--- src/cbc_pkg.sv ---
// Purpose: shared constants for the bridge control and interrupt pin registers
// Assumes: byte addresses of configuration space, two functions, one per socket
// Notes: all offsets, bit positions and reset values live here
package cbc_pkg;

  // ****************************************
  // configuration addresses
  // ****************************************
  localparam logic [7:0] OFF_INTPIN = 8'h3D;
  localparam logic [7:0] OFF_BCTL = 8'h3E;
  localparam logic [5:0] DW_INTPIN_BCTL = 6'h0F;
  localparam int BE_INTPIN = 1;
  localparam int BE_BCTL_LO = 2;
  localparam int BE_BCTL_HI = 3;

  // ****************************************
  // bridge control fields
  // ****************************************
  localparam int B_CARD_PARITY_RESPONSE_ENABLE = 0;
  localparam int B_CARD_SYSERR_FORWARD_ENABLE = 1;
  localparam int B_ISA_RANGE_FILTER_ENABLE = 2;
  localparam int B_VGA_FORWARD_ENABLE = 3;
  localparam int B_MABT = 5;
  localparam int B_CRST = 6;
  localparam int B_IRQSEL = 7;
  localparam int B_PF0 = 8;
  localparam int B_PF1 = 9;
  localparam int B_POST = 10;
  localparam logic [15:0] BCTL_RESET = 16'h0340;
  // writable bits kept per socket; bit 5 is shared and held apart
  localparam logic [15:0] BCTL_SOCK_MASK = 16'h07CF;
  localparam logic [15:0] BCTL_SHARED_MASK = 16'h0020;

  // ****************************************
  // interrupt pin values
  // ****************************************
  localparam logic [7:0] INTPIN_A = 8'h01;
  localparam logic [7:0] INTPIN_B = 8'h02;
  localparam logic [7:0] CFG_ZERO = 8'h00;

endpackage : cbc_pkg

--- src/cbc_sock_ctrl.sv ---
// Purpose: per-socket storage of the socket-dependent bridge control bits
// Assumes: write strobes already qualified by function and byte enable
// Notes: card reset bit keeps power-management context
`timescale 1ns/1ps
module cbc_sock_ctrl
  import cbc_pkg::*;
(
  // clock and resets
  input wire logic core_clk,
  input wire logic nrst,
  input wire logic pci_bus_reset_in_n,
  input wire logic pme_enable,
  // write side
  input wire logic wr_lo,
  input wire logic wr_hi,
  input wire logic [15:0] wdata,
  // stored bits, reserved and shared positions read zero
  output logic [15:0] ctl
);

  logic [15:0] next_ctl;

  always_comb
  begin
    next_ctl = ctl;
    if (wr_lo)
    begin
      next_ctl[7:0] = wdata[7:0] & BCTL_SOCK_MASK[7:0];
    end
    if (wr_hi)
    begin
      next_ctl[15:8] = wdata[15:8] & BCTL_SOCK_MASK[15:8];
    end
  end

  // ****************************************
  // ordinary bits: loaded with the reset value by either reset
  // ****************************************
  always_ff @(posedge core_clk)
  begin
    if (!nrst || !pci_bus_reset_in_n)
    begin
      ctl[15:7] <= BCTL_RESET[15:7];
      ctl[5:0] <= BCTL_RESET[5:0];
    end
    else
    begin
      ctl[15:7] <= next_ctl[15:7];
      ctl[5:0] <= next_ctl[5:0];
    end
  end

  // ****************************************
  // card reset bit: context kept over bus reset while pme is on
  // ****************************************
  always_ff @(posedge core_clk)
  begin
    if (!nrst || (!pci_bus_reset_in_n && !pme_enable))
    begin
      ctl[B_CRST] <= BCTL_RESET[B_CRST];
    end
    else if (pci_bus_reset_in_n)
    begin
      ctl[B_CRST] <= next_ctl[B_CRST];
    end
  end

endmodule : cbc_sock_ctrl

--- src/cbc_cfg_regs.sv ---
// Purpose: interrupt pin and bridge control registers of a two-socket bridge
// Assumes: configuration accesses arrive synchronous to core_clk, one per cycle
// Notes: read data returns one cycle after the read strobe
// Function
// - interrupt pin reads 01h in function 0, 02h in function 1, tie clear
// - with tie set, second interrupt joins first and both pins read 01h
// - bridge control bits 15 to 11 and bit 4 read zero, ignore writes
// - bit 10 enables burst write posting, per socket, resets to 0
// - bit 9 makes memory window 1 prefetchable, per socket, resets to 1
// - bit 8 makes memory window 0 prefetchable, per socket, resets to 1
// - bit 7 routes card interrupts to PCI lines or legacy IRQ
// - bit 6 asserts card reset on its socket, resets to 1
// - PCI bus reset also passes through to card reset
// - card reset bit set back to 1 only by global reset while PME enabled
// - bit 5 reports CardBus master aborts as target abort and SERR
// - bit 5 is one shared element; software uses function 0
// - bit 3 enables forwarding of VGA addresses to the socket
// - bit 2 blocks last 768 bytes of each 1K ISA I/O block
// - bit 1 forwards card system error to PCI SERR, per socket
// - bit 0 enables parity error reporting on the card, per socket
// - bridge control resets to 0340h; interrupt pin never takes writes
`timescale 1ns/1ps
module cbc_cfg_regs
  import cbc_pkg::*;
#(
  parameter int NSOCK = 2
)
(
  // clock and resets
  input wire logic core_clk,
  input wire logic nrst,
  input wire logic pci_bus_reset_in_n,
  input wire logic pme_enable,
  // system level settings
  input wire logic interrupt_tie,
  input wire logic serr_enable,
  // configuration access
  input wire logic cfg_rd,
  input wire logic cfg_wr,
  input wire logic cfg_func,
  input wire logic [7:0] cfg_addr,
  input wire logic [3:0] cfg_be,
  input wire logic [31:0] cfg_wdata,
  output logic [31:0] cfg_rdata,
  output logic cfg_rvalid,
  // card side events
  input wire logic [NSOCK-1:0] func_irq_in,
  input wire logic [NSOCK-1:0] card_syserr_in,
  input wire logic [NSOCK-1:0] card_parity_err_in,
  input wire logic [NSOCK-1:0] cb_master_abort_in,
  // card and pci side results
  output logic [NSOCK-1:0] card_reset_n,
  output logic [NSOCK-1:0] card_parity_report,
  output logic [NSOCK-1:0] legacy_irq_out,
  output logic pci_inta_out,
  output logic pci_intb_out,
  output logic pci_serr_out,
  output logic pci_target_abort_out,
  // control levels for the datapath
  output logic [NSOCK-1:0] write_post_enable,
  output logic [NSOCK-1:0] window0_prefetchable,
  output logic [NSOCK-1:0] window1_prefetchable,
  output logic [NSOCK-1:0] functional_irq_route_select,
  output logic [NSOCK-1:0] vga_forward_enable,
  output logic [NSOCK-1:0] isa_range_filter_enable,
  output logic [NSOCK-1:0] card_syserr_forward_enable,
  output logic [NSOCK-1:0] card_parity_response_enable,
  output logic master_abort_report_mode
);

  // ****************************************
  // decode
  // ****************************************
  function automatic logic [7:0] intpin_value(input logic func, input logic tie);
    intpin_value = (func && !tie) ? INTPIN_B : INTPIN_A;
  endfunction : intpin_value

  logic hit;
  logic [NSOCK-1:0] wr_lo;
  logic [NSOCK-1:0] wr_hi;
  logic [15:0] ctl [NSOCK];
  logic [15:0] rd_ctl;
  logic [NSOCK-1:0] to_pci;
  logic mabt_any;

  // accesses are refused while the pci bus is in reset
  assign hit = (cfg_addr[7:2] == DW_INTPIN_BCTL) && pci_bus_reset_in_n;
  assign rd_ctl = ctl[cfg_func] | (master_abort_report_mode ? BCTL_SHARED_MASK : 16'h0000);
  assign mabt_any = |(cb_master_abort_in) && master_abort_report_mode;

  // ****************************************
  // per-socket storage, one per function
  // ****************************************
  genvar s;
  generate
    for (s = 0; s < NSOCK; s++)
    begin : g_sock
      // interrupt pin byte enable has no write path at all
      assign wr_lo[s] = cfg_wr && hit && cfg_be[BE_BCTL_LO] && (cfg_func == s[0]);
      assign wr_hi[s] = cfg_wr && hit && cfg_be[BE_BCTL_HI] && (cfg_func == s[0]);

      cbc_sock_ctrl u_ctrl (
        .core_clk(core_clk),
        .nrst(nrst),
        .pci_bus_reset_in_n(pci_bus_reset_in_n),
        .pme_enable(pme_enable),
        .wr_lo(wr_lo[s]),
        .wr_hi(wr_hi[s]),
        .wdata(cfg_wdata[31:16]),
        .ctl(ctl[s])
      );

      assign write_post_enable[s] = ctl[s][B_POST];
      assign window1_prefetchable[s] = ctl[s][B_PF1];
      assign window0_prefetchable[s] = ctl[s][B_PF0];
      assign functional_irq_route_select[s] = ctl[s][B_IRQSEL];
      assign vga_forward_enable[s] = ctl[s][B_VGA_FORWARD_ENABLE];
      assign isa_range_filter_enable[s] = ctl[s][B_ISA_RANGE_FILTER_ENABLE];
      assign card_syserr_forward_enable[s] = ctl[s][B_CARD_SYSERR_FORWARD_ENABLE];
      assign card_parity_response_enable[s] = ctl[s][B_CARD_PARITY_RESPONSE_ENABLE];
      assign to_pci[s] = func_irq_in[s] && !ctl[s][B_IRQSEL];

      // ****************************************
      // card side outputs
      // ****************************************
      always_ff @(posedge core_clk)
      begin
        if (!nrst)
        begin
          card_reset_n[s] <= 1'b0;
          card_parity_report[s] <= 1'b0;
          legacy_irq_out[s] <= 1'b0;
        end
        else
        begin
          card_reset_n[s] <= !(ctl[s][B_CRST] || !pci_bus_reset_in_n);
          card_parity_report[s] <= card_parity_err_in[s] && ctl[s][B_CARD_PARITY_RESPONSE_ENABLE];
          legacy_irq_out[s] <= func_irq_in[s] && ctl[s][B_IRQSEL];
        end
      end
    end
  endgenerate

  // ****************************************
  // shared master abort mode bit
  // ****************************************
  // one flop for both sockets; a write through function 1 lands here too
  always_ff @(posedge core_clk)
  begin
    if (!nrst || !pci_bus_reset_in_n)
    begin
      master_abort_report_mode <= BCTL_RESET[B_MABT];
    end
    else if (|wr_lo)
    begin
      master_abort_report_mode <= cfg_wdata[16 + B_MABT];
    end
  end

  // ****************************************
  // pci side outputs
  // ****************************************
  always_ff @(posedge core_clk)
  begin
    if (!nrst)
    begin
      pci_inta_out <= 1'b0;
      pci_intb_out <= 1'b0;
    end
    else
    begin
      pci_inta_out <= to_pci[0] || (interrupt_tie && to_pci[1]);
      pci_intb_out <= to_pci[1] && !interrupt_tie;
    end
  end

  always_ff @(posedge core_clk)
  begin
    if (!nrst)
    begin
      pci_serr_out <= 1'b0;
      pci_target_abort_out <= 1'b0;
    end
    else
    begin
      pci_serr_out <= serr_enable && (|(card_syserr_in & card_syserr_forward_enable)
                      || mabt_any);
      pci_target_abort_out <= mabt_any;
    end
  end

  // ****************************************
  // configuration read
  // ****************************************
  always_ff @(posedge core_clk)
  begin
    if (!nrst)
    begin
      cfg_rdata <= 32'h0000_0000;
      cfg_rvalid <= 1'b0;
    end
    else
    begin
      cfg_rvalid <= cfg_rd;
      if (cfg_rd && hit)
      begin
        cfg_rdata <= {rd_ctl, intpin_value(cfg_func, interrupt_tie), CFG_ZERO};
      end
      else
      begin
        cfg_rdata <= 32'h0000_0000;
      end
    end
  end

  // ****************************************
  // checks
  // ****************************************
  a_intpin_f1_plain: assert property (@(posedge core_clk) disable iff (!nrst)
    cfg_rd && hit && cfg_func && !interrupt_tie |=> cfg_rdata[15:8] == 8'h02)
    else $error("function 1 interrupt pin not 02h");

  a_intpin_tied: assert property (@(posedge core_clk) disable iff (!nrst)
    cfg_rd && hit && interrupt_tie |=> cfg_rdata[15:8] == 8'h01)
    else $error("tied interrupt pin not 01h");

  a_reserved_bits_read_zero: assert property (@(posedge core_clk) disable iff (!nrst)
    cfg_rvalid |-> cfg_rdata[31:27] == 5'h00 && !cfg_rdata[20])
    else $error("reserved bridge control bits not zero");

  a_bctl_reset_val: assert property (@(posedge core_clk)
    !nrst |=> rd_ctl == 16'h0340 || cfg_func)
    else $error("bridge control reset value wrong");

  a_crst_drives_pin: assert property (@(posedge core_clk) disable iff (!nrst)
    ctl[0][B_CRST] |=> !card_reset_n[0])
    else $error("card reset bit did not assert card reset");

  a_pci_bus_reset_in_pass_thru: assert property (@(posedge core_clk) disable iff (!nrst)
    !pci_bus_reset_in_n |=> card_reset_n == '0)
    else $error("bus reset not passed to card");

  a_crst_pme_kept: assert property (@(posedge core_clk) disable iff (!nrst)
    !pci_bus_reset_in_n && pme_enable |=> ctl[0][B_CRST] == $past(ctl[0][B_CRST]))
    else $error("card reset bit lost with pme enabled");

  a_crst_pme_off: assert property (@(posedge core_clk) disable iff (!nrst)
    !pci_bus_reset_in_n && !pme_enable |=> ctl[1][B_CRST])
    else $error("card reset bit not restored by bus reset");

  a_serr_forward: assert property (@(posedge core_clk) disable iff (!nrst)
    card_syserr_in[0] && ctl[0][B_CARD_SYSERR_FORWARD_ENABLE] && serr_enable ##1 nrst |-> pci_serr_out)
    else $error("card system error not forwarded");

  a_parity_ignored: assert property (@(posedge core_clk) disable iff (!nrst)
    !ctl[1][B_CARD_PARITY_RESPONSE_ENABLE] |=> !card_parity_report[1])
    else $error("parity reported while disabled");

  a_mabt_report: assert property (@(posedge core_clk) disable iff (!nrst)
    !master_abort_report_mode |=> !pci_target_abort_out)
    else $error("master abort reported while mode clear");

  a_legacy_route: assert property (@(posedge core_clk) disable iff (!nrst)
    func_irq_in[0] && ctl[0][B_IRQSEL] |=> legacy_irq_out[0])
    else $error("routed card interrupt missing on legacy line");

  a_pci_route_b: assert property (@(posedge core_clk) disable iff (!nrst)
    func_irq_in[1] && !ctl[1][B_IRQSEL] && !interrupt_tie |=> pci_intb_out)
    else $error("card interrupt not routed to second pci line");

  a_tie_joins_a: assert property (@(posedge core_clk) disable iff (!nrst)
    func_irq_in[1] && !ctl[1][B_IRQSEL] && interrupt_tie |=> pci_inta_out && !pci_intb_out)
    else $error("tied interrupt not joined to first line");

  a_mabt_shared: assert property (@(posedge core_clk) disable iff (!nrst)
    |wr_lo |=> master_abort_report_mode == $past(cfg_wdata[16 + B_MABT]))
    else $error("shared master abort bit not written");

  a_mabt_abort: assert property (@(posedge core_clk) disable iff (!nrst)
    master_abort_report_mode && |cb_master_abort_in |=> pci_target_abort_out)
    else $error("master abort not signalled as target abort");

  a_mabt_serr: assert property (@(posedge core_clk) disable iff (!nrst)
    master_abort_report_mode && |cb_master_abort_in && serr_enable |=> pci_serr_out)
    else $error("master abort did not raise system error");

  a_parity_report: assert property (@(posedge core_clk) disable iff (!nrst)
    card_parity_err_in[0] && ctl[0][B_CARD_PARITY_RESPONSE_ENABLE] |=> card_parity_report[0])
    else $error("enabled parity error not reported");

  a_serr_blocked: assert property (@(posedge core_clk) disable iff (!nrst)
    !serr_enable |=> !pci_serr_out)
    else $error("system error raised while reporting disabled");

  a_isa_write: assert property (@(posedge core_clk) disable iff (!nrst)
    wr_lo[0] |=> isa_range_filter_enable[0] == $past(cfg_wdata[16 + B_ISA_RANGE_FILTER_ENABLE]))
    else $error("isa filter bit not written");

  a_post_write: assert property (@(posedge core_clk) disable iff (!nrst)
    wr_hi[1] |=> write_post_enable[1] == $past(cfg_wdata[16 + B_POST]))
    else $error("write posting bit not written");

  a_reserved_bits_hi_zero: assert property (@(posedge core_clk) disable iff (!nrst)
    wr_hi[0] |=> ctl[0][15:11] == 5'h00)
    else $error("reserved bridge control bits took a write");

endmodule : cbc_cfg_regs

--- config.mk ---
export PLATFORM = sky130hd
export DESIGN_NAME = cbc_cfg_regs
export DESIGN_NICKNAME = d
export VERILOG_FILES = /design/src/cbc_pkg.sv /design/src/cbc_sock_ctrl.sv /design/src/cbc_cfg_regs.sv
export SDC_FILE = /design/constraint.sdc
export NUM_CORES = 1
export LEC_CHECK = 0
export BUFFER_PORTS_ARGS = -buffer_cell sky130_fd_sc_hd__clkbuf_2
export CAP_MARGIN = 0
export CORE_ASPECT_RATIO = 1.5
export CORE_MARGIN = 3
export CORE_UTILIZATION = 38
export CTS_BUF_LIST = sky130_fd_sc_hd__clkbuf_4 sky130_fd_sc_hd__clkbuf_8 sky130_fd_sc_hd__clkbuf_16
export DETAILED_ROUTE_END_ITERATION = 10
export PLACE_DENSITY = 0.88
export SLEW_MARGIN = 10
export SYNTH_ARGS = -nofsm -noshare
export SYNTH_HDL_FRONTEND = slang
export SYNTH_SLANG_ARGS = --single-unit
--- constraint.sdc ---
create_clock -name core_clk -period 1.1 [get_ports core_clk]
set_input_delay 0.22 -clock core_clk [delete_from_list [all_inputs] [get_ports core_clk]]
set_output_delay 0.22 -clock core_clk [all_outputs]
set_load 0.01 [all_outputs]
After elaboration in Yosys (flattened, before gate mapping)
Index checks and enable logic that the tools add are counted.
- add/sub/neg operators: 0
- $mul: 0
- divide/modulo/power cells: 0
- magnitude comparators: 1
- eq/ne operators: 1
- shift operators: 0
- mux-type cells: 5
- bitwise logic cells: 4
- reductions and logical operators: 41
- operators by type and width (kind ; count):
    16-bit two-way mux ; 2
    1-bit logical AND ; 21
    16-bit by 6-bit OR with 16-bit output ; 1
    11-bit two-way mux ; 1
    1-bit zero test ; 8
    6-bit by 4-bit == test with 1-bit output (second input constant) ; 1
    1-bit logical OR ; 6
    6-bit two-way mux ; 1
    2-bit AND reduction ; 3
    2-bit OR reduction ; 3
    2-bit AND ; 1
    2-bit greater-or-equal comparator (second input constant) ; 1
    2-bit two-way mux ; 1
    1-bit NOT with 2-bit output ; 1
    1-bit NOT ; 1
- bits in registers: 62
- latch bits: 0
- bits in writable memories: 0
- bits in read-only memories: 0
- input port bits: 61
- output and inout port bits: 60
- word-level logic and storage cells: 74
- memories kept: 0

Logic depth before layout (Yosys ltp)
- word-level depth: 6
- mapped depth: 5
- gate-level depth less buffers: 3

Hierarchy
Synthesis repeated with hierarchy kept, for this count alone.
- cells, all modules: 196
- area total of the unflattened synthesis: 1961.9 µm²
- modules (own cells, without submodules) (module ; instances ; cells each ; area an instance (µm²) ; sequential area each (µm²)):
    cbc_cfg_regs ; 1 ; 118 ; 1168.6 ; 600.6
    cbc_sock_ctrl ; 2 ; 39 ; 396.6 ; 180.2

Least setup slack after synthesis
OpenSTA, ideal clock, no wires.
- path type: input port to flip-flop
- from: input cfg_addr[6]
- to: register g_sock[1].u_ctrl.ctl[0]
- setup time: 72 ps
- data arrival time: 1023 ps
- data required time: 1028 ps
- setup slack: 5 ps
- stages on the path: 3
- buffers on the path: 0
- cells stage by stage: nand4bb_4 nor3_4 mux2i_1
- cells in the longest elaborated chain, start to end: 5
- ends and longest elaborated chain (item ; line ; RTL):
    start: declaration ; cbc_cfg_regs.sv:41 ; input wire logic [7:0] cfg_addr,
    6-bit by 4-bit == test with 1-bit output ; cbc_cfg_regs.sv:87 ; assign hit = (cfg_addr[7:2] == DW_INTPIN_BCTL) && pci_bus_reset_in_n;
    1-bit logical AND ; cbc_cfg_regs.sv:87 ;
    1-bit logical AND (3 in series) ; cbc_cfg_regs.sv:99 ; assign wr_lo[s] = cfg_wr && hit && cfg_be[BE_BCTL_LO] && (cfg_func == s[0]);
    end signal: assignment ; cbc_sock_ctrl.sv:44 ; ctl[5:0] <= BCTL_RESET[5:0];
    end signal: assignment ; cbc_sock_ctrl.sv:49 ; ctl[5:0] <= next_ctl[5:0];
    end: declaration ; cbc_sock_ctrl.sv:18 ; output logic [15:0] ctl
No other way between the ends.
A chain may end at the register's enable or synchronous reset.

Final worst setup path
- from: register g_sock[1].u_ctrl.ctl[1]
- to: output card_syserr_forward_enable[1]
- RTL lines (item ; line ; RTL):
    end: declaration ; cbc_cfg_regs.sv:66 ; output logic [NSOCK-1:0] card_syserr_forward_enable,
No word-level cell between the ends.

==> results.cfg <==
[status]
status = completed

[setup_path]
path_depth = 1
r2r-start = master_abort_report_mode
cp_max_fo = 4
cp_slowest_cell = dfxtp_1
ff2ff_setup_slack_ns = 0.28
slowest_delay_ns = 0.39
cp.arrival_ns = 0.83
worstPathCellList = clkbuf_2
cp.required_ns = 0.88
critical_path_buf_inv_count = 1
cp-endpoint = card_syserr_forward_enable[1]
critical_path.startpoint_type = flip-flop
worstSetupPathType = reg -> out
startpoint = g_sock[1].u_ctrl.ctl[1]
r2r_end = master_abort_report_mode
crit_path_end_kind = output port
ff2ff_path_depth = 3
path_delay_family = flip-flops

[floorplan]
core_um2 = 4617
io_pins = 121
die_x_um = 63.00
row_count = 30
die_h_um = 91.50
start_util_pct = 40.11
die-area_um2 = 5764

[drt]
drt_first_iter_violations = 37
wl_per_cell_um = 12.31
wl_met2_um = 2088
wl_met1_um = 1511
top_layer_used = met4
wl_met3_um = 283
post_drt_via_cell_ratio = 4.352
antenna_left = 0
detail_route.first_pass.iterations = 4
drc_errors = 0
num_vias = 1410
totalWireLength_um = 3988

[flow_run]
maxCapViolations = 0

[power_and_ir_drop]
max-vdd-ir-drop_uv = 838.9
total_leakage_power_uw = 0.001175
p_per_area_nw_per_um2 = 1212

[global_routing]
grt-ovfl-total = 0
grt_pass1_wl_um = 6396
grt_pass1_vias = 1397
antenna_found_initial = 0
grt.total_usage_pct = 14.36
grt_max_degree = 16

[sta]
setup_viol = 0
rsz0062_at_grt = false
timing_max_transition_violations_final = 0
min_period_over_period_pct = 95.25
hold_viol = 0
period_minus_slack_ns = 1.048
holdWs_ns = 0.1278
fmax_ghz = 0.9544
fin_worst_skew_ns = 0.006946

[place]
gp_congestion = 0.8115
placed_area_um2 = 2188
port-buffer-count = 74
place_hpwl_um = 3216

[yosys]
syn-instance-count = 189
synth.avg_cell_area_um2 = 9.798
ys_types = 27
synth_area_um2 = 1852
ys_ff_latch = 42
seq_area_frac_synth_pct = 45.41
yosys_warnings = 0

[final_layout]
diodes = 0
layout-drive-gt1-share_pct = 39.62
final_common_cell = clkbuf_2
final_cell_mix = clkbuf_2, dfxtp_1, mux2i_1
syn2layout_area_growth_pct = 23.45
fin_nets = 320
stdcell_area_um2 = 2286

[clocking]
cts_tree = done
ctsHtreeMaxLevel = 2
cts-root-buf = clkbuf_8
clk_pin_slew_ns = 0.08
clock_latency_ns = 0.29
post_cts_buffers = 0
numCtsBuffers = 5
clock_path_buffers = 2
clock-sinks = 42

[min_path]
min_path_type = in -> reg
[final cells by class]
| class | instances | area [µm²] |
|---|---|---|
| multi-input combinational | 120 | 767.0 |
| tap | 64 | 80.08 |
| timing repair buffer | 86 | 485.5 |
| clock inverter | 2 | 12.51 |
| sequential | 42 | 843.3 |
| fill | 466 | 2331 |
| clock buffer | 6 | 82.58 |
| inverter | 4 | 15.01 |
[registers in the layout, indices dropped and copies added, names as in the netlist]
name                      count
cfg_rvalid                    1
cfg_rdata                    12
pci_serr_out                  1
legacy_irq_out                2
pci_intb_out                  1
pci_target_abort_out          1
card_parity_report            2
card_reset_n                  2
master_abort_report_mode      1
pci_inta_out                  1
g_sock.u_ctrl.ctl            18
[per-stage QoR]
stage / TNS [ns] / total power (µW) / setup slack [ns] / instances / utilization (%)
floorplan: 0 / 1726 / 0.005326 / 208 / -
global placement: -3.028 / 1786 / -0.1521 / 316 / 47.40
detailed placement: -3.794 / 1791 / -0.1803 / 316 / 47.40
CTS: 0 / 2798 / 0.005818 / 324 / 49.46
global route: 0 / 2887 / 0.01440 / 324 / 49.51
finish: 0 / 2772 / 0.05224 / 324 / 49.51
[cells in the mapped netlist]
cell type	instances	share of area, %
buf_2	6	1.6
nand4_1	2	0.68
a21oi_1	4	1.1
buf_4	36	15
conb_1	1	0.20
nand4b_4	1	1.3
nand4_2	1	0.68
dfxtp_1	42	45
and2_1	2	0.68
nand3b_1	1	0.41
mux2i_1	27	15
nor4_4	1	1.1
o21ai_0	2	0.54
nand3_1	1	0.27
a31o_2	1	0.47
inv_1	4	0.81
nor2_1	22	4.5
nor3_1	1	0.27
nand2b_1	1	0.34
a22oi_1	1	0.41
nor3b_1	1	0.41
nand2_1	22	4.5
nand4bb_4	1	1.5
and4bb_2	1	0.68
nor3_4	1	0.88
and3_1	5	1.7
and4_1	1	0.47
[worst min path at each step]
stage / start / to / slack [ns] / depth (start not counted)
2_1_floorplan: interrupt_tie / pci_intb_out / 0.30 / 1
3_3_place_gp: g_sock[0].u_ctrl.ctl[6] / card_reset_n[0] / 0.42 / 1
5_1_grt: interrupt_tie / pci_intb_out / 0.14 / 2
3_5_place_dp: g_sock[0].u_ctrl.ctl[6] / card_reset_n[0] / 0.43 / 1
6_report: serr_enable / pci_serr_out / 0.13 / 3
4_1_cts: serr_enable / pci_serr_out / 0.12 / 3
[timing repair]
action                                  in CTS  in global routing
hold endpoints to repair                     0                  0
gates resized for setup                      0                  2
endpoints found under the setup margin       0                  2
hold buffers                                 0                  0
[cells by family after synthesis]
family / share of synthesized area [%]
AO/OA/AOI/OAI: 2.500
buffers and inverters: 17.03
flip-flops: 45.41
multiplexers: 14.59
other: 0.2025
AND/OR/NAND/NOR: 20.27
[routing by layer]
metal,up-vias,global-route usage (%)
met5,-,0
met4,0,8.103
met3,6,2.970
met2,61,25.99
met1,632,15.04
li1,711,-
[worst min-delay path: stages]
cell      delay [ns]
clkbuf_2        0.08
nand2_1         0.05
a21oi_1         0.03
[power by group]
part	total (µW)	switching (µW)	internal, µW
clock	1020	511	504
sequential	1530	1.46	1520
combinational	230	132	98.3
total	2770	644	2130
No activity file was read; power rests on OpenSTA's default activity.
